File: src/logic/fws_map.vh
`ifndef FWS_MAP_VH
`define FWS_MAP_VH

// Clock and flash timing.
`define FWS_CLK_NS 20
`define FWS_T_RC_NS 70
`define FWS_T_WP_NS 35
`define FWS_T_REC_NS 20
`define FWS_RD_CYC ((`FWS_T_RC_NS + `FWS_CLK_NS - 1) / `FWS_CLK_NS)
`define FWS_WP_CYC ((`FWS_T_WP_NS + `FWS_CLK_NS - 1) / `FWS_CLK_NS)
`define FWS_REC_CYC ((`FWS_T_REC_NS + `FWS_CLK_NS - 1) / `FWS_CLK_NS)
`define FWS_SYNC_CYC 2

// Register offsets.
`define FWS_REG_CMD 8'h00
`define FWS_REG_ADDR 8'h04
`define FWS_REG_WDATA 8'h08
`define FWS_REG_LIMIT 8'h0C
`define FWS_REG_STATUS 8'h10
`define FWS_REG_RDATA 8'h14

// Command codes in the command register.
`define FWS_OP_POLL 3'h1
`define FWS_OP_READ 3'h2
`define FWS_OP_WRITE 3'h3
`define FWS_OP_ERASE_ADD 3'h4
`define FWS_OP_RESET 3'h5

// Status register fields.
`define FWS_ST_BUSY 0
`define FWS_ST_DONE 1
`define FWS_ST_PASS 2
`define FWS_ST_FAIL 3
`define FWS_ST_PENDING 4
`define FWS_ST_WIN_CLOSED 5
`define FWS_ST_WIN_REJECT 6
`define FWS_ST_SECT_TOGGLE 7
`define FWS_ST_READY 8
`define FWS_ST_REFUSED 9

// Flash status bit positions on the data bus.
`define FWS_DQ_POLL 7
`define FWS_DQ_TOGGLE 6
`define FWS_DQ_TIME_LIMIT 5
`define FWS_DQ_WIN_CLOSED 3
`define FWS_DQ_SECT_TOGGLE 2

// Reset values, command data and response codes.
`define FWS_LIMIT_RESET 16'h0100
`define FWS_RESET_CMD 16'h00F0
`define FWS_RESP_OKAY 2'h0
`define FWS_RESP_SLVERR 2'h2

`endif

File: src/logic/fws_top.v
`timescale 1ns/1ns
`include "fws_map.vh"

module fws_top (
	input wire mclk,
	input wire rstn,
	input wire clk_en,
	input wire [7:0] s_axi_awaddr,
	input wire s_axi_awvalid,
	output reg s_axi_awready,
	input wire [31:0] s_axi_wdata,
	input wire [3:0] s_axi_wstrb,
	input wire s_axi_wvalid,
	output reg s_axi_wready,
	output reg [1:0] s_axi_bresp,
	output reg s_axi_bvalid,
	input wire s_axi_bready,
	input wire [7:0] s_axi_araddr,
	input wire s_axi_arvalid,
	output reg s_axi_arready,
	output reg [31:0] s_axi_rdata,
	output reg [1:0] s_axi_rresp,
	output reg s_axi_rvalid,
	input wire s_axi_rready,
	output wire [20:0] fl_addr,
	output wire [15:0] fl_dq_o,
	output wire fl_dq_oe,
	input wire [15:0] fl_dq_i,
	output wire fl_ce_n,
	output wire fl_oe_n,
	output wire fl_we_n,
	input wire fl_ready_busy_n
);
	localparam [3:0] ST_IDLE = 4'h0;
	localparam [3:0] ST_RD1 = 4'h1;
	localparam [3:0] ST_RD2 = 4'h2;
	localparam [3:0] ST_RECHK = 4'h3;
	localparam [3:0] ST_DATA = 4'h4;
	localparam [3:0] ST_RST = 4'h5;
	localparam [3:0] ST_WPRE = 4'h6;
	localparam [3:0] ST_WCMD = 4'h7;
	localparam [3:0] ST_WPOST = 4'h8;
	localparam [3:0] ST_SREAD = 4'h9;
	localparam [3:0] ST_SWRITE = 4'hA;

	reg [3:0] st_q;
	reg launched_q;
	reg cyc_start_q;
	reg cyc_wr_q;
	reg [15:0] cyc_wdata_q;
	reg [20:0] addr_q;
	reg [15:0] wdata_q;
	reg [15:0] limit_q;
	reg [15:0] cnt_q;
	reg [15:0] rdata_q;
	reg prev_tog_q;
	reg prev_sect_q;
	reg done_q;
	reg pass_q;
	reg fail_q;
	reg pending_q;
	reg win_closed_q;
	reg win_reject_q;
	reg sect_tog_q;
	reg refused_q;
	reg rb_s1_q;
	reg rb_s2_q;
	reg aw_held_q;
	reg w_held_q;
	reg [7:0] awaddr_q;
	reg [31:0] axi_wdata_q;
	reg [3:0] wstrb_q;
	wire cyc_done;
	wire [15:0] cyc_rdata;
	wire wr_commit;
	wire cmd_wr;
	wire [2:0] cmd_op;
	wire busy;
	wire done_set;
	wire refuse_set;
	reg [31:0] rd_mux;
	reg rd_ok;
	wire [31:0] addr_m;
	wire [31:0] wdata_m;
	wire [31:0] limit_m;

	// Byte-lane merge of a register write.
	function [31:0] fws_merge;
		input [31:0] old_v;
		input [31:0] new_v;
		input [3:0] strb;
		integer i;
		begin
			fws_merge = old_v;
			for (i = 0; i < 4; i = i + 1) begin
				if (strb[i]) begin
					fws_merge[i*8 +: 8] = new_v[i*8 +: 8];
				end
			end
		end
	endfunction

	fws_cycle u_cycle (
		.mclk(mclk),
		.rstn(rstn),
		.clk_en(clk_en),
		.start(cyc_start_q),
		.wr(cyc_wr_q),
		.addr(addr_q),
		.wdata(cyc_wdata_q),
		.done(cyc_done),
		.rdata(cyc_rdata),
		.fl_addr(fl_addr),
		.fl_dq_o(fl_dq_o),
		.fl_dq_oe(fl_dq_oe),
		.fl_dq_i(fl_dq_i),
		.fl_ce_n(fl_ce_n),
		.fl_oe_n(fl_oe_n),
		.fl_we_n(fl_we_n)
	);

	assign busy = (st_q != ST_IDLE);
	assign wr_commit = aw_held_q && w_held_q && !s_axi_bvalid;
	assign cmd_wr = wr_commit && (awaddr_q == `FWS_REG_CMD) && wstrb_q[0];
	assign cmd_op = axi_wdata_q[2:0];
	assign addr_m = fws_merge({11'h000, addr_q}, axi_wdata_q,
		wstrb_q);
	assign wdata_m = fws_merge({16'h0000, wdata_q}, axi_wdata_q,
		wstrb_q);
	assign limit_m = fws_merge({16'h0000, limit_q}, axi_wdata_q,
		wstrb_q);
	assign refuse_set = cmd_wr && busy;
	assign done_set = cyc_done && launched_q && ((st_q == ST_DATA) ||
		(st_q == ST_RST) || (st_q == ST_WPOST) || (st_q == ST_SREAD) ||
		(st_q == ST_SWRITE) || ((st_q == ST_WPRE) &&
		cyc_rdata[`FWS_DQ_WIN_CLOSED]) || ((st_q == ST_RD2) &&
		(cyc_rdata[`FWS_DQ_TOGGLE] != prev_tog_q) &&
		!cyc_rdata[`FWS_DQ_TIME_LIMIT] && (cnt_q == limit_q - 16'h0001)));

	always @(posedge mclk) begin
		if (!rstn) begin
			rb_s1_q <= 1'b1;
			rb_s2_q <= 1'b1;
		end else if (clk_en) begin
			rb_s1_q <= fl_ready_busy_n;
			rb_s2_q <= rb_s1_q;
		end
	end

	always @(posedge mclk) begin
		if (!rstn) begin
			s_axi_awready <= 1'b1;
			s_axi_wready <= 1'b1;
			s_axi_bvalid <= 1'b0;
			s_axi_bresp <= `FWS_RESP_OKAY;
			aw_held_q <= 1'b0;
			w_held_q <= 1'b0;
			awaddr_q <= 8'h00;
			axi_wdata_q <= 32'h00000000;
			wstrb_q <= 4'h0;
		end else if (clk_en) begin
			if (s_axi_awvalid && s_axi_awready) begin
				awaddr_q <= s_axi_awaddr;
				aw_held_q <= 1'b1;
				s_axi_awready <= 1'b0;
			end
			if (s_axi_wvalid && s_axi_wready) begin
				axi_wdata_q <= s_axi_wdata;
				wstrb_q <= s_axi_wstrb;
				w_held_q <= 1'b1;
				s_axi_wready <= 1'b0;
			end
			if (wr_commit) begin
				aw_held_q <= 1'b0;
				w_held_q <= 1'b0;
				s_axi_bvalid <= 1'b1;
				s_axi_bresp <= (awaddr_q <= `FWS_REG_STATUS &&
					awaddr_q[1:0] == 2'h0) ? `FWS_RESP_OKAY :
					`FWS_RESP_SLVERR;
			end
			if (s_axi_bvalid && s_axi_bready) begin
				s_axi_bvalid <= 1'b0;
				s_axi_awready <= 1'b1;
				s_axi_wready <= 1'b1;
			end
		end
	end

	always @* begin
		rd_mux = 32'h00000000;
		rd_ok = 1'b1;
		case (s_axi_araddr)
		`FWS_REG_CMD: rd_mux = 32'h00000000;
		`FWS_REG_ADDR: rd_mux = {11'h000, addr_q};
		`FWS_REG_WDATA: rd_mux = {16'h0000, wdata_q};
		`FWS_REG_LIMIT: rd_mux = {16'h0000, limit_q};
		`FWS_REG_STATUS: begin
			rd_mux[`FWS_ST_BUSY] = busy;
			rd_mux[`FWS_ST_DONE] = done_q;
			rd_mux[`FWS_ST_PASS] = pass_q;
			rd_mux[`FWS_ST_FAIL] = fail_q;
			rd_mux[`FWS_ST_PENDING] = pending_q;
			rd_mux[`FWS_ST_WIN_CLOSED] = win_closed_q;
			rd_mux[`FWS_ST_WIN_REJECT] = win_reject_q;
			rd_mux[`FWS_ST_SECT_TOGGLE] = sect_tog_q;
			rd_mux[`FWS_ST_READY] = rb_s2_q;
			rd_mux[`FWS_ST_REFUSED] = refused_q;
		end
		`FWS_REG_RDATA: rd_mux = {16'h0000, rdata_q};
		default: rd_ok = 1'b0;
		endcase
	end

	always @(posedge mclk) begin
		if (!rstn) begin
			s_axi_arready <= 1'b1;
			s_axi_rvalid <= 1'b0;
			s_axi_rdata <= 32'h00000000;
			s_axi_rresp <= `FWS_RESP_OKAY;
		end else if (clk_en) begin
			if (s_axi_arvalid && s_axi_arready) begin
				s_axi_arready <= 1'b0;
				s_axi_rvalid <= 1'b1;
				s_axi_rdata <= rd_mux;
				s_axi_rresp <= rd_ok ? `FWS_RESP_OKAY : `FWS_RESP_SLVERR;
			end else if (s_axi_rvalid && s_axi_rready) begin
				s_axi_rvalid <= 1'b0;
				s_axi_arready <= 1'b1;
			end
		end
	end

	// Register writes and sticky flags; a hardware set beats a clear.
	always @(posedge mclk) begin
		if (!rstn) begin
			addr_q <= 21'h000000;
			wdata_q <= 16'h0000;
			limit_q <= `FWS_LIMIT_RESET;
			done_q <= 1'b0;
			refused_q <= 1'b0;
		end else if (clk_en) begin
			if (wr_commit && awaddr_q == `FWS_REG_ADDR && !busy) begin
				addr_q <= addr_m[20:0];
			end
			if (wr_commit && awaddr_q == `FWS_REG_WDATA) begin
				wdata_q <= wdata_m[15:0];
			end
			if (wr_commit && awaddr_q == `FWS_REG_LIMIT) begin
				limit_q <= limit_m[15:0];
			end
			if (done_set) begin
				done_q <= 1'b1;
			end else if (wr_commit && awaddr_q == `FWS_REG_STATUS &&
				wstrb_q[0] && axi_wdata_q[`FWS_ST_DONE]) begin
				done_q <= 1'b0;
			end
			if (refuse_set) begin
				refused_q <= 1'b1;
			end else if (wr_commit && awaddr_q == `FWS_REG_STATUS &&
				wstrb_q[1] && axi_wdata_q[`FWS_ST_REFUSED]) begin
				refused_q <= 1'b0;
			end
		end
	end

	// Sequencer: one flash cycle per state other than ST_IDLE, ST_RD2 repeating its read up to the limit, each evaluated when it completes.
	always @(posedge mclk) begin
		if (!rstn) begin
			st_q <= ST_IDLE;
			launched_q <= 1'b0;
			cyc_start_q <= 1'b0;
			cyc_wr_q <= 1'b0;
			cyc_wdata_q <= 16'h0000;
			cnt_q <= 16'h0000;
			rdata_q <= 16'h0000;
			prev_tog_q <= 1'b0;
			prev_sect_q <= 1'b0;
			pass_q <= 1'b0;
			fail_q <= 1'b0;
			pending_q <= 1'b0;
			win_closed_q <= 1'b0;
			win_reject_q <= 1'b0;
			sect_tog_q <= 1'b0;
		end else if (clk_en) begin
			cyc_start_q <= 1'b0;
			if (busy && !launched_q) begin
				cyc_start_q <= 1'b1;
				launched_q <= 1'b1;
				cyc_wr_q <= (st_q == ST_RST) || (st_q == ST_WCMD) ||
					(st_q == ST_SWRITE);
				cyc_wdata_q <= (st_q == ST_RST) ? `FWS_RESET_CMD : wdata_q;
			end
			if (cyc_done && launched_q) begin
				launched_q <= 1'b0;
			end
			case (st_q)
			ST_IDLE: begin
				if (cmd_wr) begin
					pass_q <= 1'b0;
					fail_q <= 1'b0;
					pending_q <= 1'b0;
					cnt_q <= 16'h0000;
					case (cmd_op)
					`FWS_OP_POLL: st_q <= ST_RD1;
					`FWS_OP_READ: st_q <= ST_SREAD;
					`FWS_OP_WRITE: st_q <= ST_SWRITE;
					`FWS_OP_ERASE_ADD: begin
						win_reject_q <= 1'b0;
						st_q <= ST_WPRE;
					end
					`FWS_OP_RESET: st_q <= ST_RST;
					default: st_q <= ST_IDLE;
					endcase
				end
			end
			ST_RD1: begin
				if (cyc_done && launched_q) begin
					prev_tog_q <= cyc_rdata[`FWS_DQ_TOGGLE];
					prev_sect_q <= cyc_rdata[`FWS_DQ_SECT_TOGGLE];
					st_q <= ST_RD2;
				end
			end
			ST_RD2: begin
				if (cyc_done && launched_q) begin
					prev_tog_q <= cyc_rdata[`FWS_DQ_TOGGLE];
					prev_sect_q <= cyc_rdata[`FWS_DQ_SECT_TOGGLE];
					sect_tog_q <= cyc_rdata[`FWS_DQ_SECT_TOGGLE] !=
						prev_sect_q;
					if (cyc_rdata[`FWS_DQ_TOGGLE] == prev_tog_q) begin
						st_q <= ST_DATA;
					end else if (cyc_rdata[`FWS_DQ_TIME_LIMIT]) begin
						st_q <= ST_RECHK;
					end else if (cnt_q == limit_q - 16'h0001) begin
						pending_q <= 1'b1;
						st_q <= ST_IDLE;
					end else begin
						cnt_q <= cnt_q + 16'h0001;
					end
				end
			end
			ST_RECHK: begin
				if (cyc_done && launched_q) begin
					if (cyc_rdata[`FWS_DQ_TOGGLE] == prev_tog_q) begin
						st_q <= ST_DATA;
					end else begin
						fail_q <= 1'b1;
						st_q <= ST_RST;
					end
				end
			end
			ST_DATA: begin
				if (cyc_done && launched_q) begin
					rdata_q <= cyc_rdata;
					pass_q <= 1'b1;
					st_q <= ST_IDLE;
				end
			end
			ST_RST: begin
				if (cyc_done && launched_q) begin
					st_q <= ST_IDLE;
				end
			end
			ST_WPRE: begin
				if (cyc_done && launched_q) begin
					win_closed_q <= cyc_rdata[`FWS_DQ_WIN_CLOSED];
					if (cyc_rdata[`FWS_DQ_WIN_CLOSED]) begin
						win_reject_q <= 1'b1;
						st_q <= ST_IDLE;
					end else begin
						st_q <= ST_WCMD;
					end
				end
			end
			ST_WCMD: begin
				if (cyc_done && launched_q) begin
					st_q <= ST_WPOST;
				end
			end
			ST_WPOST: begin
				if (cyc_done && launched_q) begin
					win_closed_q <= cyc_rdata[`FWS_DQ_WIN_CLOSED];
					win_reject_q <= cyc_rdata[`FWS_DQ_WIN_CLOSED];
					pass_q <= !cyc_rdata[`FWS_DQ_WIN_CLOSED];
					st_q <= ST_IDLE;
				end
			end
			ST_SREAD: begin
				if (cyc_done && launched_q) begin
					rdata_q <= cyc_rdata;
					pass_q <= 1'b1;
					st_q <= ST_IDLE;
				end
			end
			ST_SWRITE: begin
				if (cyc_done && launched_q) begin
					pass_q <= 1'b1;
					st_q <= ST_IDLE;
				end
			end
			default: begin
				st_q <= ST_IDLE;
			end
			endcase
		end
	end
endmodule // fws_top

File: src/logic/fws_cycle.v
`timescale 1ns/1ns
`include "fws_map.vh"

module fws_cycle (
	input wire mclk,
	input wire rstn,
	input wire clk_en,
	input wire start,
	input wire wr,
	input wire [20:0] addr,
	input wire [15:0] wdata,
	output reg done,
	output reg [15:0] rdata,
	output reg [20:0] fl_addr,
	output reg [15:0] fl_dq_o,
	output reg fl_dq_oe,
	input wire [15:0] fl_dq_i,
	output reg fl_ce_n,
	output reg fl_oe_n,
	output reg fl_we_n
);
	localparam [1:0] C_IDLE = 2'h0;
	localparam [1:0] C_RD = 2'h1;
	localparam [1:0] C_WR = 2'h2;
	localparam [1:0] C_REC = 2'h3;
	localparam integer RD_WAIT_N = `FWS_RD_CYC + `FWS_SYNC_CYC - 1;
	localparam integer WP_WAIT_N = `FWS_WP_CYC - 1;
	localparam integer REC_WAIT_N = `FWS_REC_CYC - 1;
	localparam [3:0] RD_WAIT = RD_WAIT_N[3:0];
	localparam [3:0] WP_WAIT = WP_WAIT_N[3:0];
	localparam [3:0] REC_WAIT = REC_WAIT_N[3:0];

	reg [1:0] st_q;
	reg [3:0] cnt_q;
	reg [15:0] dq_s1_q;
	reg [15:0] dq_s2_q;

	// Data pins are asynchronous to mclk and pass two flip-flops.
	always @(posedge mclk) begin
		if (!rstn) begin
			dq_s1_q <= 16'h0000;
			dq_s2_q <= 16'h0000;
		end else if (clk_en) begin
			dq_s1_q <= fl_dq_i;
			dq_s2_q <= dq_s1_q;
		end
	end

	always @(posedge mclk) begin
		if (!rstn) begin
			st_q <= C_IDLE;
			cnt_q <= 4'h0;
			done <= 1'b0;
			rdata <= 16'h0000;
			fl_addr <= 21'h000000;
			fl_dq_o <= 16'h0000;
			fl_dq_oe <= 1'b0;
			fl_ce_n <= 1'b1;
			fl_oe_n <= 1'b1;
			fl_we_n <= 1'b1;
		end else if (clk_en) begin
			done <= 1'b0;
			case (st_q)
			C_IDLE: begin
				if (start) begin
					fl_addr <= addr;
					fl_ce_n <= 1'b0;
					if (wr) begin
						fl_dq_o <= wdata;
						fl_dq_oe <= 1'b1;
						fl_we_n <= 1'b0;
						cnt_q <= WP_WAIT;
						st_q <= C_WR;
					end else begin
						fl_oe_n <= 1'b0;
						cnt_q <= RD_WAIT;
						st_q <= C_RD;
					end
				end
			end
			C_RD: begin
				if (cnt_q == 4'h0) begin
					rdata <= dq_s2_q;
					fl_ce_n <= 1'b1;
					fl_oe_n <= 1'b1;
					cnt_q <= REC_WAIT;
					st_q <= C_REC;
				end else begin
					cnt_q <= cnt_q - 4'h1;
				end
			end
			C_WR: begin
				if (cnt_q == 4'h0) begin
					fl_ce_n <= 1'b1;
					fl_we_n <= 1'b1;
					cnt_q <= REC_WAIT;
					st_q <= C_REC;
				end else begin
					cnt_q <= cnt_q - 4'h1;
				end
			end
			C_REC: begin
				if (cnt_q == 4'h0) begin
					fl_dq_oe <= 1'b0;
					done <= 1'b1;
					st_q <= C_IDLE;
				end else begin
					cnt_q <= cnt_q - 4'h1;
				end
			end
			default: begin
				st_q <= C_IDLE;
			end
			endcase
		end
	end
endmodule // fws_cycle

File: config.mk
export PLATFORM = sky130hd
export DESIGN_NAME = fws_top
export DESIGN_NICKNAME = d
export VERILOG_FILES = /design/src/logic/fws_top.v /design/src/logic/fws_cycle.v
export VERILOG_INCLUDE_DIRS = /design/src /design/src/logic
export SDC_FILE = /design/constraint.sdc
export NUM_CORES = 1
export LEC_CHECK = 0
export ABC_AREA = 1
export BUFFER_PORTS_ARGS = -buffer_cell sky130_fd_sc_hd__buf_2
export CORE_MARGIN = 1.5
export CORE_UTILIZATION = 30
export CTS_BUF_LIST = sky130_fd_sc_hd__clkbuf_4
export DETAILED_ROUTE_END_ITERATION = 7
export GPL_TIMING_DRIVEN = 0
export HOLD_SLACK_MARGIN = 0.12
export PLACE_DENSITY = 0.57
export SLEW_MARGIN = 20
export SYNTH_ARGS = -nofsm -noshare
export SYNTH_HDL_FRONTEND = slang
export SYNTH_SLANG_ARGS = --single-unit
File: constraint.sdc
create_clock -name mclk -period 6.25 [get_ports mclk]
set_input_delay 0.625 -clock mclk [delete_from_list [all_inputs] [get_ports mclk]]
set_output_delay 0.625 -clock mclk [all_outputs]
set_load 0.02 [all_outputs]
# == Word level (Yosys, flattened, before mapping) ==
# Index checks and enable logic that the tools add are counted.
# Widths: inputs -> output; s select.
# word_totals
ramBits,0
input_bits,77
latchBits,0
register_bits,291
wordCells,312
n_memories,0
romBits,0
# op_classes
multipliers,0
shift,0
n_lt_le_gt_ge,1
add_sub_neg,3
reduce_logical,111
n_eq_ne,56
mux,90
n_bitwise,0
div,0
# op_table
operator,count
$mux 16,6
$mux 4,13
$pmux 10 s5,1
$mux 1,48
$pmux 11 s4,1
$reduce_and 3->1,14
$eq 8x4->1 const B,4
$pmux 16 s2,1
$reduce_bool 2->1,15
$pmux 4 s7,1
$reduce_and 2->1,14
$logic_and 1x1->1,27
$ne 2x1->1 const B,13
$reduce_and 5->1,5
$eq 8x5->1 const B,3
$ne 2x2->1 const B,11
$reduce_and 7->1,3
$pmux 4 s5,1
$add 16x1->16 const B,1
$eq 16x16->1,1
$eq 4x3->1 const B,4
$eq 8x3->1 const B,2
$logic_not 8->1,2
$sub 16x1->16 const B,1
other kinds (31),69

# == Logic depth before layout (Yosys ltp) ==
# Gate-level depths: netlist of run 1.
# logic_depth
depth_word,10
mapped_depth,16
mapped_depth_nobuf,16

# == By module ==
# Synthesis of run 1 repeated with hierarchy kept, for this count alone.
# hier_totals
cells_unflattened,1675
area_unflattened_um2,12251.8
# by_module_without_submodules
mod,n_inst,cells_per_inst,area_each_um2,seq_area_each_um2
fws_top,1,1201,8595.7,3643.5
fws_cycle,1,474,3656.0,1921.8

# == Worst setup path after synthesis of run 1 ==
# No wires, ideal clock.
# synth_timing
kind,reg-to-reg
startpoint,register limit_q[0]
endpoint,register cnt_q[10]
path_buffers,1
required_time_ps,6112
synth_period_minus_slack_ps,1951
path_slack_ps,4299
arrival_time_ps,1813
setup_time_ps,138
stages_incl_launch_ff,15
path_cell_list,dfxtp_1 > inv_2 > ha_1 > nand3_4 > nor2_4 > nand3_1 > nand2_1 > inv_2 > nor2_1 > nand2_1 > nor2_4 > nand3_4 > buf_2 > nand4_1 > a21oi_2
# synth_between
elab_chain_len,4
# synth_rtl
element,line_no,source
"start, declared",fws_top.v:53,reg [15:0] limit_q;
"start signal, assigned",fws_top.v:238,limit_q <= `FWS_LIMIT_RESET;
"start signal, assigned",fws_top.v:249,limit_q <= limit_m[15:0];
$sub 16x1->16,fws_top.v:333,end else if (cnt_q == limit_q - 16'h0001) begin
$eq 16x16->1,fws_top.v:333,
$ne 2x2->1 (no source line),--,
$reduce_and 7->1 (no source line),--,
"end signal, assigned",fws_top.v:337,cnt_q <= cnt_q + 16'h0001;
"end, declared",fws_top.v:54,reg [15:0] cnt_q;
# Every way passes these cells.
# A chain may end at the register's enable or synchronous reset.

# == Worst setup path in the final report of run 1 ==
# layout_timing
startpoint,register u_cycle.st_q[0]
endpoint,register u_cycle.fl_dq_o[11]
# layout_between
elab_chain_len,2
# layout_rtl
element,line_no,source
"start, declared",fws_cycle.v:33,reg [1:0] st_q;
"start signal, assigned",fws_cycle.v:51,st_q <= C_IDLE;
"start signal, assigned",fws_cycle.v:73,st_q <= C_WR;
"start signal, assigned",fws_cycle.v:77,st_q <= C_RD;
$logic_not 2->1,fws_cycle.v:63,case (st_q)
$reduce_and 4->1 (no source line),--,
"end signal, assigned",fws_cycle.v:69,fl_dq_o <= wdata;
"end, declared",fws_cycle.v:15,"output reg [15:0] fl_dq_o,"
# Every way passes these cells.

==> flow_metrics.tcl, run 1 <==
set metrics [dict create \
    run_status "finished clean" \
    placeableCoreArea_sq_mm 0.0398 \
    vias 12200 \
    cts.reportedPaths.clkPinSlew_ps 70 \
    fin_tns_setup_ps 0 \
    netlist_instances 1629 \
    minimum_clock_period_ps 2870 \
    num_io_pins 159 \
    stdcell_count 2453 \
    tritoncts_buffers 78 \
    clock_skew_ps 57.7 \
    timing.max_slew.rel_slack_pct 33.2 \
    place.detailed.instances 2298 \
    maxSlewViolCount 0 \
    grt_overflow 0 \
    reg2regPathDepth 7 \
    design.final.nets 1954 \
    cts.sinks 278 \
    end_kind "flop" \
    grt_start_max_net_pins 13 \
    hold-worst-slack_ps 160 \
    report.final.hold_viol_count 0 \
    grt_antenna_before_repair 2 \
    worst_slew_pin_slew_ps 1000 \
    finalSetupViolations 0 \
    max-vdd-ir-drop_v 0.000153 \
    postCtsSetupRepairBufs 0 \
    max_stage_delay_ps 750 \
    worstPathCellList "inv_1, ha_1, nand3_1, nor2_1, clkbuf_1, o21ai_0, a21oi_1" \
    die_area_sq_mm 0.0417 \
    clockRootBuffer "sky130_fd_sc_hd__clkbuf_4" \
    tritoncts "done" \
    flow.area_growth_from_synthesis_pct 20.9 \
    floorplan.initialDensity_pct 30.5 \
    detailedPlacementHpwl_mm 32.4 \
    clock_tree.buffer_depth 3 \
    drc_errors 0 \
    holdPathStages 3 \
    worst-endpoint-required_ps 6890 \
    cp.buffers_inverters 2 \
    timing.critical_path.fanout_max 10 \
    multi_input_combinational_cell_area_sq_mm 0.00554 \
    htree_levels 3 \
    placementRows 73 \
    clock.fmax_ghz 0.348 \
    critical_register_to_register_path_startpoint "u_cycle.st_q[0]" \
    ys_types 51 \
    critical_path.startpoint_type "flop" \
    die_height_um 204 \
    post_cts.resized_instances 0 \
    routed_via_density 4.97 \
    wl_mm 43.0 \
    nFillCells 4336 \
    synth_ff_type "sky130_fd_sc_hd__dfxtp_1" \
    power-per-cell-area_mw_per_mm2 313 \
    r2r-end "u_cycle.fl_dq_o[11]" \
    syn_avg_cell_area_sq_um 7.46 \
    clkLatencyLatePin_ps 750 \
    p_total_mw 4.60 \
    holdCritPathClass "in2reg" \
    hold_start "s_axi_wdata[14]" \
    drtAntennaViolNets 0 \
    final_layout_size_suffix_gt1_share_pct 17.6 \
    worstSetupPathType "reg2reg" \
    hold_worst_path_end "axi_wdata_q[14]" \
    rsz0062_at_grt "no" \
    gr-usage-all-layers_pct 20.4 \
    drt-wirelength-per-cell_um 17.5 \
    dr.pass1.iters 7 \
    drt-initial-drc-count 999 \
    static-leakage-power_nw 5.95 \
    edff_count_synth 0 \
    synthesis.yosys.warnings 0 \
    seq_area_sq_mm 0.00557 \
    synthesis.area_sq_mm 0.0122 \
    gp_congestion 0.903 \
    die_x_um 204 \
    max_capacitance_violation_total 0 \
    fraction_of_the_cycle_the_final_worst_path_needs_pct 45.9 \
    worst_path_dominant_cell_family "simple AND/OR/NAND/NOR gates" \
    ys_seq_elements 278 \
    cp_data_arrival_time_ps 3510 \
    synth-seq-area-share_pct 45.8 \
    grt_first_pass_wirelength_mm 65.1 \
    first_global_vias 11500 \
    buffers_on_ports 132 \
    critical_path.slowest_cell "sky130_fd_sc_hd__nor2_1" \
    cts_hold_repair.buffers 15 \
    worst-r2r-setup-slack_ps 3380 \
    postSynth.asyncResetShare_pct 0 \
]
## sequential cells by signal (all words and copies together), names as in the netlist, 16 cells and up
register / count
addr_q: 21
axi_wdata_q: 21
cnt_q: 16
cyc_wdata_q: 16
limit_q: 16
rdata_q: 16
s_axi_rdata: 21
u_cycle.dq_s1_q: 16
u_cycle.dq_s2_q: 16
u_cycle.fl_addr: 21
u_cycle.fl_dq_o: 16
u_cycle.rdata: 16
wdata_q: 16
## worst reg2reg max path, cell delays in order (launching register included)
cell                       delay (ps)
sky130_fd_sc_hd__dfxtp_1          330
sky130_fd_sc_hd__inv_1            110
sky130_fd_sc_hd__ha_1             310
sky130_fd_sc_hd__nand3_1          340
sky130_fd_sc_hd__nor2_1           750
sky130_fd_sc_hd__clkbuf_1         620
sky130_fd_sc_hd__o21ai_0          160
sky130_fd_sc_hd__a21oi_1          140
## cells in the mapped netlist, types with 3 or more instances
library cell	n	area, sq um
sky130_fd_sc_hd__nand3_1	41	205
sky130_fd_sc_hd__buf_2	4	20.0
sky130_fd_sc_hd__o2111ai_1	7	61.3
sky130_fd_sc_hd__nand4_1	34	213
sky130_fd_sc_hd__nor3_1	16	80.1
sky130_fd_sc_hd__o22ai_1	5	31.3
sky130_fd_sc_hd__clkbuf_1	75	282
sky130_fd_sc_hd__nand2_2	15	93.8
sky130_fd_sc_hd__inv_2	15	56.3
sky130_fd_sc_hd__inv_1	164	616
sky130_fd_sc_hd__nor2_2	8	50.1
sky130_fd_sc_hd__nand3b_1	4	30.0
sky130_fd_sc_hd__nor4_1	5	31.3
sky130_fd_sc_hd__xor2_1	22	193
sky130_fd_sc_hd__a221oi_1	6	52.6
sky130_fd_sc_hd__nand2_1	218	818
sky130_fd_sc_hd__nor2_1	182	683
sky130_fd_sc_hd__ha_1	8	100
sky130_fd_sc_hd__nor2_4	4	45.0
sky130_fd_sc_hd__a21oi_2	10	87.6
sky130_fd_sc_hd__or2_2	3	18.8
sky130_fd_sc_hd__o21a_1	4	30.0
sky130_fd_sc_hd__buf_4	13	97.6
sky130_fd_sc_hd__nand3_4	3	52.6
sky130_fd_sc_hd__dfxtp_1	278	5570
sky130_fd_sc_hd__a21oi_1	216	1080
sky130_fd_sc_hd__o31ai_1	3	22.5
sky130_fd_sc_hd__o21ai_0	203	1020
sky130_fd_sc_hd__a211oi_1	30	225
sky130_fd_sc_hd__a2111oi_0	3	26.3
sky130_fd_sc_hd__xnor2_1	6	52.6
## stage by stage
stage          setup slack (ps)  util, %  area (sq um)
5_1_grt                    3280     36.9         14700
6_report                   3380     36.9         14700
2_1_floorplan              4300        -         12200
3_5_place_dp               3250     33.9         13500
4_1_cts                    3470     36.9         14700
3_3_place_gp               3270     33.9         13500
## power breakdown
group          switching (mW)  leakage [nW]  internal, mW
Combinational           0.585          3.09         0.257
Sequential             0.0879          2.26          1.93
Clock                   0.808         0.601         0.927
## metal layers
layer / global-route usage [%] / share of wire (%) / vias to the layer above
met5: 0 / 0 / -
met4: 5.91 / 2.1 / 0
met3: 5.01 / 8.1 / 70
met2: 32.0 / 45 / 520
met1: 27.7 / 45 / 5659
li1: - / - / 5947
## cell families (layout without fill, tap and decap cells)
group	Yosys count	count (layout)	share of synthesized area (%)
and+or+nand+nor	537	537	19.5
buffers and inverters	274	558	9.04
adders and majority gates	8	8	0.824
xor gates and xnor gates	28	28	2.02
DFF	278	278	45.8
other	1	16	0.0309
AOI/OAI and AO/OA	503	503	22.8
## worst max path at each step
stage | startpoint | to | cells after the start
2_1_floorplan | limit_q[0] | cnt_q[10] | 14
3_3_place_gp | clk_en | axi_wdata_q[17] | 6
3_5_place_dp | clk_en | axi_wdata_q[17] | 6
4_1_cts | u_cycle.st_q[0] | u_cycle.fl_dq_o[11] | 7
5_1_grt | u_cycle.st_q[0] | u_cycle.fl_dq_o[14] | 7
6_report | u_cycle.st_q[0] | u_cycle.fl_dq_o[11] | 7
## final cells by class
| class | instances | area share (%) |
|---|---|---|
| diodes | 3 | 0.0511 |
| plain buffers | 95 | 2.90 |
| clock buffers | 115 | 5.87 |
| clock inverters | 21 | 1.04 |
| inverters | 179 | 4.57 |
| multi-input cells | 1089 | 37.7 |
| flip-flops and latches | 278 | 37.9 |
| well taps | 525 | 4.47 |
| repair buffers | 148 | 5.58 |
## cells in the final DEF, fill, tap and decap left out, types with 7 or more instances in the layout
cell                            count
sky130_fd_sc_hd__a211oi_1          30
sky130_fd_sc_hd__a21oi_1          216
sky130_fd_sc_hd__nor2_2             8
sky130_fd_sc_hd__clkbuf_4         115
sky130_fd_sc_hd__clkinv_1          12
sky130_fd_sc_hd__inv_1            164
sky130_fd_sc_hd__clkbuf_1          75
sky130_fd_sc_hd__nand3_1           41
sky130_fd_sc_hd__ha_1               8
sky130_fd_sc_hd__nand4_1           34
sky130_fd_sc_hd__dlygate4sd3_1     16
sky130_fd_sc_hd__buf_4             13
sky130_fd_sc_hd__o2111ai_1          7
sky130_fd_sc_hd__nor3_1            16
sky130_fd_sc_hd__nor2_1           182
sky130_fd_sc_hd__xor2_1            22
sky130_fd_sc_hd__nand2_1          218
sky130_fd_sc_hd__o21ai_0          203
sky130_fd_sc_hd__a21oi_2           10
sky130_fd_sc_hd__conb_1            13
sky130_fd_sc_hd__dfxtp_1          278
sky130_fd_sc_hd__inv_2             16
sky130_fd_sc_hd__buf_2            136
sky130_fd_sc_hd__nand2_2           15
No activity file was read; power rests on OpenSTA's default activity.
==> inputs of run 2 (changes only) <==
- PLACE_DENSITY: 0.57 -> 0.59
- clock period: 6.25 -> 2.45 ns (I/O delays scaled with it)
==> flow_metrics.tcl, run 2 (synthesized netlist as in run 1, its figures left out) <==
set metrics [dict create \
    run_status "finished clean" \
    critPathLaunch "st_q[2]" \
    die_height_um 204 \
    place.detailed.instances 2298 \
    drtAntennaViolNets 0 \
    switching_share_pct 31.3 \
    drt-wirelength-per-cell_um 17.2 \
    flow.area_growth_from_synthesis_pct 25.6 \
    worst-r2r-setup-slack_ps 170 \
    die_area_sq_mm 0.0417 \
    grt_overflow 0 \
    p_total_mw 11.8 \
    clkLatencyLatePin_ps 720 \
    fraction_of_the_cycle_the_final_worst_path_needs_pct 93.2 \
    tritoncts_buffers 77 \
    layout_commonest_cell "sky130_fd_sc_hd__dfxtp_1" \
    maxSlewViolCount 0 \
    clockRootBuffer "sky130_fd_sc_hd__clkbuf_4" \
    sequential_group_share_of_total_power_pct 43.7 \
    num_io_pins 159 \
    drt-met1-wl_mm 19.1 \
    cts.sinks 278 \
    finalSetupViolations 0 \
    worstPathCellList "inv_1, nor2_1, inv_1, nor2_1, inv_1, clkbuf_1, a21oi_1, a211oi_1" \
    rsz0062_at_grt "no" \
    comb_power_share_pct 18.9 \
    grt_first_pass_wirelength_mm 65.7 \
    worst_path_dominant_cell_family "simple AND/OR/NAND/NOR gates" \
    placementRows 73 \
    buffers_on_ports 132 \
    power.switching_mw 3.70 \
    hold_worst_path_end "u_cycle.fl_addr[0]" \
    place_area_sq_mm 0.0135 \
    drc_errors 0 \
    cp_data_arrival_time_ps 2820 \
    pwr-share-clk_pct 37.4 \
    crit_top_cell "sky130_fd_sc_hd__inv_1" \
    holdPathStages 4 \
    met3WireLength_mm 3.44 \
    static-leakage-power_nw 6.17 \
    critical_register_to_register_path_startpoint "st_q[2]" \
    final_layout_size_suffix_gt1_share_pct 18.0 \
    tritoncts "done" \
    final_cell_mix "277 x sky130_fd_sc_hd__dfxtp_1, 216 x sky130_fd_sc_hd__nand2_1, 216 x sky130_fd_sc_hd__a21oi_1" \
    max_stage_delay_ps 560 \
    dr.pass1.iters 5 \
    critical_path.startpoint_type "flop" \
    minimum_clock_period_ps 2280 \
    pre_cts_setup_slack_ps -267 \
    wl_mm 42.9 \
    clock_tree.buffer_depth 3 \
    vias 12400 \
    worst_slew_pin_slew_ps 928 \
    gr-usage-all-layers_pct 20.4 \
    highest-signal-layer "met5" \
    layout.core_utilization_pct 38.3 \
    dr_wl_met2_mm 19.2 \
    timing.critical_path.fanout_max 10 \
    critical_path.slowest_cell "sky130_fd_sc_hd__nor2_1" \
    report.final.hold_viol_count 0 \
    routed_via_density 4.98 \
    design.final.nets 2003 \
    max-vdd-ir-drop_v 0.000377 \
    die_x_um 204 \
    reg2regPathDepth 8 \
    detailedPlacementHpwl_mm 32.1 \
    holdCritPathClass "in2reg" \
    end_kind "flop" \
    grt_antenna_before_repair 2 \
    power-per-cell-area_mw_per_mm2 773 \
    grt_start_max_net_pins 11 \
    floorplan.initialDensity_pct 30.5 \
    timing.max_slew.rel_slack_pct 38.2 \
    gp_congestion 0.930 \
    drt-initial-drc-count 986 \
    hold_start "clk_en" \
    clock_skew_ps 54.5 \
    clock.fmax_ghz 0.438 \
    stdcell_count 2497 \
    htree_levels 3 \
    final_area_sq_mm 0.0153 \
    worst-endpoint-required_ps 2990 \
    worstSetupPathType "reg2reg" \
    power.internal_mw 8.11 \
    cp.buffers_inverters 4 \
    first_global_vias 11900 \
    r2r-end "cyc_wdata_q[8]" \
    max_capacitance_violation_total 0 \
    cts.reportedPaths.clkPinSlew_ps 70 \
    placeableCoreArea_sq_mm 0.0398 \
    postLayoutSetupSlackWorst_ps 167 \
]
-- run 2: changes by cell type in the layout (fill, tap and decap cells not counted), sizes merged --
cell	before	now
clkinvlp	1	0
buf	152	155
clkbuf	190	191
bufinv	2	3
dlygate4sd3	16	63
clkinv	17	11
diode	3	2
-- run 2: worst max path at each step --
| stage | depth (start not counted) | end | slack, ps |
|---|---|---|---|
| after CTS | 7 | cyc_wdata_q[13] | 50 |
| after floorplan | 14 | cnt_q[10] | 500 |
| after global placement | 7 | u_cycle.fl_dq_o[13] | -220 |
| after detailed placement | 7 | u_cycle.fl_dq_o[13] | -270 |
| final | 8 | cyc_wdata_q[8] | 170 |
| after global routing | 15 | cnt_q[11] | 20 |
-- run 2: area by class of cell --
cell class,instances,area [sq um]
Timing Repair Buffer,198,1310
Multi-Input combinational cell,1089,5610
Inverter,179,672
Fill cell,4229,24600
Buffer,95,434
Sequential cell,278,5570
Antenna cell,2,5.00
Tap cell,525,657
Clock buffer,116,871
Clock inverter,15,138
-- run 2: power groups by stage --
stage	Clock [mW]	Sequential [mW]	Combinational (mW)
2_1_floorplan	0	5.24	1.41
3_3_place_gp	0	5.24	2.06
3_5_place_dp	0	5.25	2.09
4_1_cts	4.48	5.15	2.18
5_1_grt	4.73	5.21	2.51
6_report	4.42	5.15	2.23
-- run 2: per-stage QoR --
stage          hold slack (ps)  TNS [ps]
5_1_grt                    181         0
4_1_cts                    150         0
2_1_floorplan              371         0
3_5_place_dp               438     -2760
3_3_place_gp               433     -2680
6_report                   166         0
-- run 2: timing repair --
action / CTS / global route
hold endpoints to repair: 60 / 0
hold buffers: 63 / 0
pin swaps: 0 / 2
gates resized for setup: 2 / 24
buffers inserted: 0 / 3
endpoints found under the setup margin: 12 / 63
-- run 2: tightest hold or removal path, stage by stage --
cell and delay, ps:
sky130_fd_sc_hd__buf_2 160, sky130_fd_sc_hd__nand3_2 210, sky130_fd_sc_hd__nand2_1 80, sky130_fd_sc_hd__a21oi_1 130
-- run 2: metal layers --
layer,GRT usage [%],vias to the layer above
met2,32.0,480
met4,7.09,2
met1,26.9,5818
met5,0,-
met3,5.26,82
li1,-,6041
==> inputs of run 3 (changes only) <==
- CORE_UTILIZATION: 30 -> 35
- PLACE_DENSITY: 0.59 -> 0.65
==> flow_metrics.tcl, run 3 (synthesized netlist as in run 1, its figures left out) <==
set metrics [dict create \
    run_status "finished clean" \
    grt_overflow 0 \
    floorplan.initialDensity_pct 35.4 \
    place_area_sq_mm 0.0134 \
    holdPathStages 4 \
    num_io_pins 159 \
    drtAntennaViolNets 0 \
    maxSlewViolCount 0 \
    gp_congestion 0.946 \
    max_stage_delay_ps 400 \
    vias 12400 \
    holdCritPathClass "in2reg" \
    tritoncts "done" \
    report.final.hold_viol_count 0 \
    reg2regPathDepth 7 \
    fin_tns_setup_ps 0 \
    clock_skew_ps 53.6 \
    tritoncts_buffers 75 \
    die_area_sq_mm 0.0359 \
    power.switching_mw 3.70 \
    layout.core_utilization_pct 43.4 \
    finalSetupViolations 0 \
    dr.pass1.iters 7 \
    final_area_sq_mm 0.0149 \
    critPathLaunch "u_cycle.st_q[1]" \
    htree_levels 3 \
    nFillCells 3552 \
    timing.max_slew.rel_slack_pct 31.0 \
    power-per-cell-area_mw_per_mm2 747 \
    critical_register_to_register_path_startpoint "u_cycle.st_q[1]" \
    max_capacitance_violation_total 0 \
    routed_via_density 5.12 \
    max-vdd-ir-drop_v 0.000343 \
    worst_path_dominant_cell_family "simple AND/OR/NAND/NOR gates" \
    die_x_um 189 \
    grt_start_max_net_pins 13 \
    placeableCoreArea_sq_mm 0.0344 \
    design.final.nets 2001 \
    static-leakage-power_nw 6.05 \
    clock_tree.buffer_depth 3 \
    grt_antenna_before_repair 3 \
    sequential_group_share_of_total_power_pct 46.2 \
    wl_mm 41.7 \
    worstPathCellList "inv_1, ha_1, nand3_1, nor2_4, clkbuf_2, o21ai_0, a21oi_1" \
    final_layout_size_suffix_gt1_share_pct 16.9 \
    final_cell_mix "277 x sky130_fd_sc_hd__dfxtp_1, 218 x sky130_fd_sc_hd__nand2_1, 216 x sky130_fd_sc_hd__a21oi_1" \
    hold_start "clk_en" \
    switching_share_pct 33.2 \
    buffers_on_ports 132 \
    die_height_um 189 \
    comb_power_share_pct 19.9 \
    cp.buffers_inverters 2 \
    hold_worst_path_end "pass_q" \
    grt_first_pass_wirelength_mm 64.5 \
    clkLatencyLatePin_ps 720 \
    fraction_of_the_cycle_the_final_worst_path_needs_pct 94.6 \
    end_kind "flop" \
    cts.reportedPaths.clkPinSlew_ps 60 \
    critical_path.slowest_cell "sky130_fd_sc_hd__nand3_1" \
    worst_slew_pin_slew_ps 1030 \
    clockRootBuffer "sky130_fd_sc_hd__clkbuf_4" \
    first_global_vias 12000 \
    cts.sinks 278 \
    minimum_clock_period_ps 2320 \
    drt-wirelength-per-cell_um 17.3 \
    cp_data_arrival_time_ps 2910 \
    worst-r2r-setup-slack_ps 130 \
    worst-endpoint-required_ps 3050 \
    placementRows 68 \
    timing.critical_path.fanout_max 10 \
    critical_path.startpoint_type "flop" \
    r2r-end "u_cycle.fl_dq_o[13]" \
    layout_commonest_cell "sky130_fd_sc_hd__dfxtp_1" \
    gr-usage-all-layers_pct 23.0 \
    pwr-share-clk_pct 34.0 \
    drt-initial-drc-count 1054 \
    drc_errors 0 \
    power.internal_mw 7.45 \
    worstSetupPathType "reg2reg" \
    detailedPlacementHpwl_mm 31.0 \
    clock.fmax_ghz 0.432 \
    flow.area_growth_from_synthesis_pct 22.9 \
]
## run 3: layer usage
layer	routed length (um)	track usage, %
met1	18400	30.6
met4	1370	9.00
met2	18600	37.0
met3	3370	4.08
met5	10	0
## run 3: power by group through the flow
| stage | Combinational [mW] | Clock [mW] | Sequential, mW |
|---|---|---|---|
| floorplan | 1.41 | 0 | 5.24 |
| global placement | 2.05 | 0 | 5.23 |
| finish | 2.22 | 3.79 | 5.15 |
| CTS | 2.17 | 3.83 | 5.15 |
| global route | 2.47 | 4.10 | 5.18 |
| detailed placement | 2.08 | 0 | 5.24 |
## run 3: how the worst max path moves through the flow
stage / end / slack (ps) / depth (start not counted)
2_1_floorplan: cnt_q[10] / 500 / 14
4_1_cts: cyc_wdata_q[12] / 80 / 9
3_3_place_gp: u_cycle.fl_dq_o[11] / -170 / 7
3_5_place_dp: u_cycle.fl_dq_o[13] / -260 / 7
6_report: u_cycle.fl_dq_o[13] / 130 / 7
5_1_grt: u_cycle.fl_addr[2] / -2 / 7
## run 3: worst register-to-register path: cells and delay by family, from the launching register on
family                     cells  cell delay [ps]
buffers and inverters          2              500
adders and majority gates      1              300
AOI/OAI and AO/OA              2              280
DFF                            1              330
and+or+nand+nor                2              800
## run 3: repair_timing
| action | 4_1_cts | 5_1_grt |
|---|---|---|
| pin swaps | 0 | 3 |
| resized for setup | 2 | 10 |
| endpoints found under the setup margin | 16 | 42 |
| gates cloned | 0 | 0 |
| hold buffers | 62 | 0 |
| endpoints found under the hold margin | 58 | 0 |
| setup buffers | 0 | 4 |
## run 3: area by class of cell
class	count	area (sq um)	share of cell area, %
Sequential cell	278	5570	37.3
Multi-Input combinational cell	1089	5560	37.2
Timing Repair Buffer	198	1310	8.78
Clock buffer	95	713	4.78
Inverter	179	672	4.50
Tap cell	455	569	3.81
Buffer	95	432	2.89
Clock inverter	22	108	0.721
Antenna cell	2	5.00	0.0335
## run 3: stage by stage
step	setup slack [ps]	total power, mW	std cells	hold WS, ps
final	133	11.2	2413	178
after global routing	-1.91	11.8	2413	177
after CTS	75.1	11.1	2407	139
after detailed placement	-258	7.32	2228	445
after global placement	-169	7.28	2228	433
after floorplan	499	6.65	1641	371
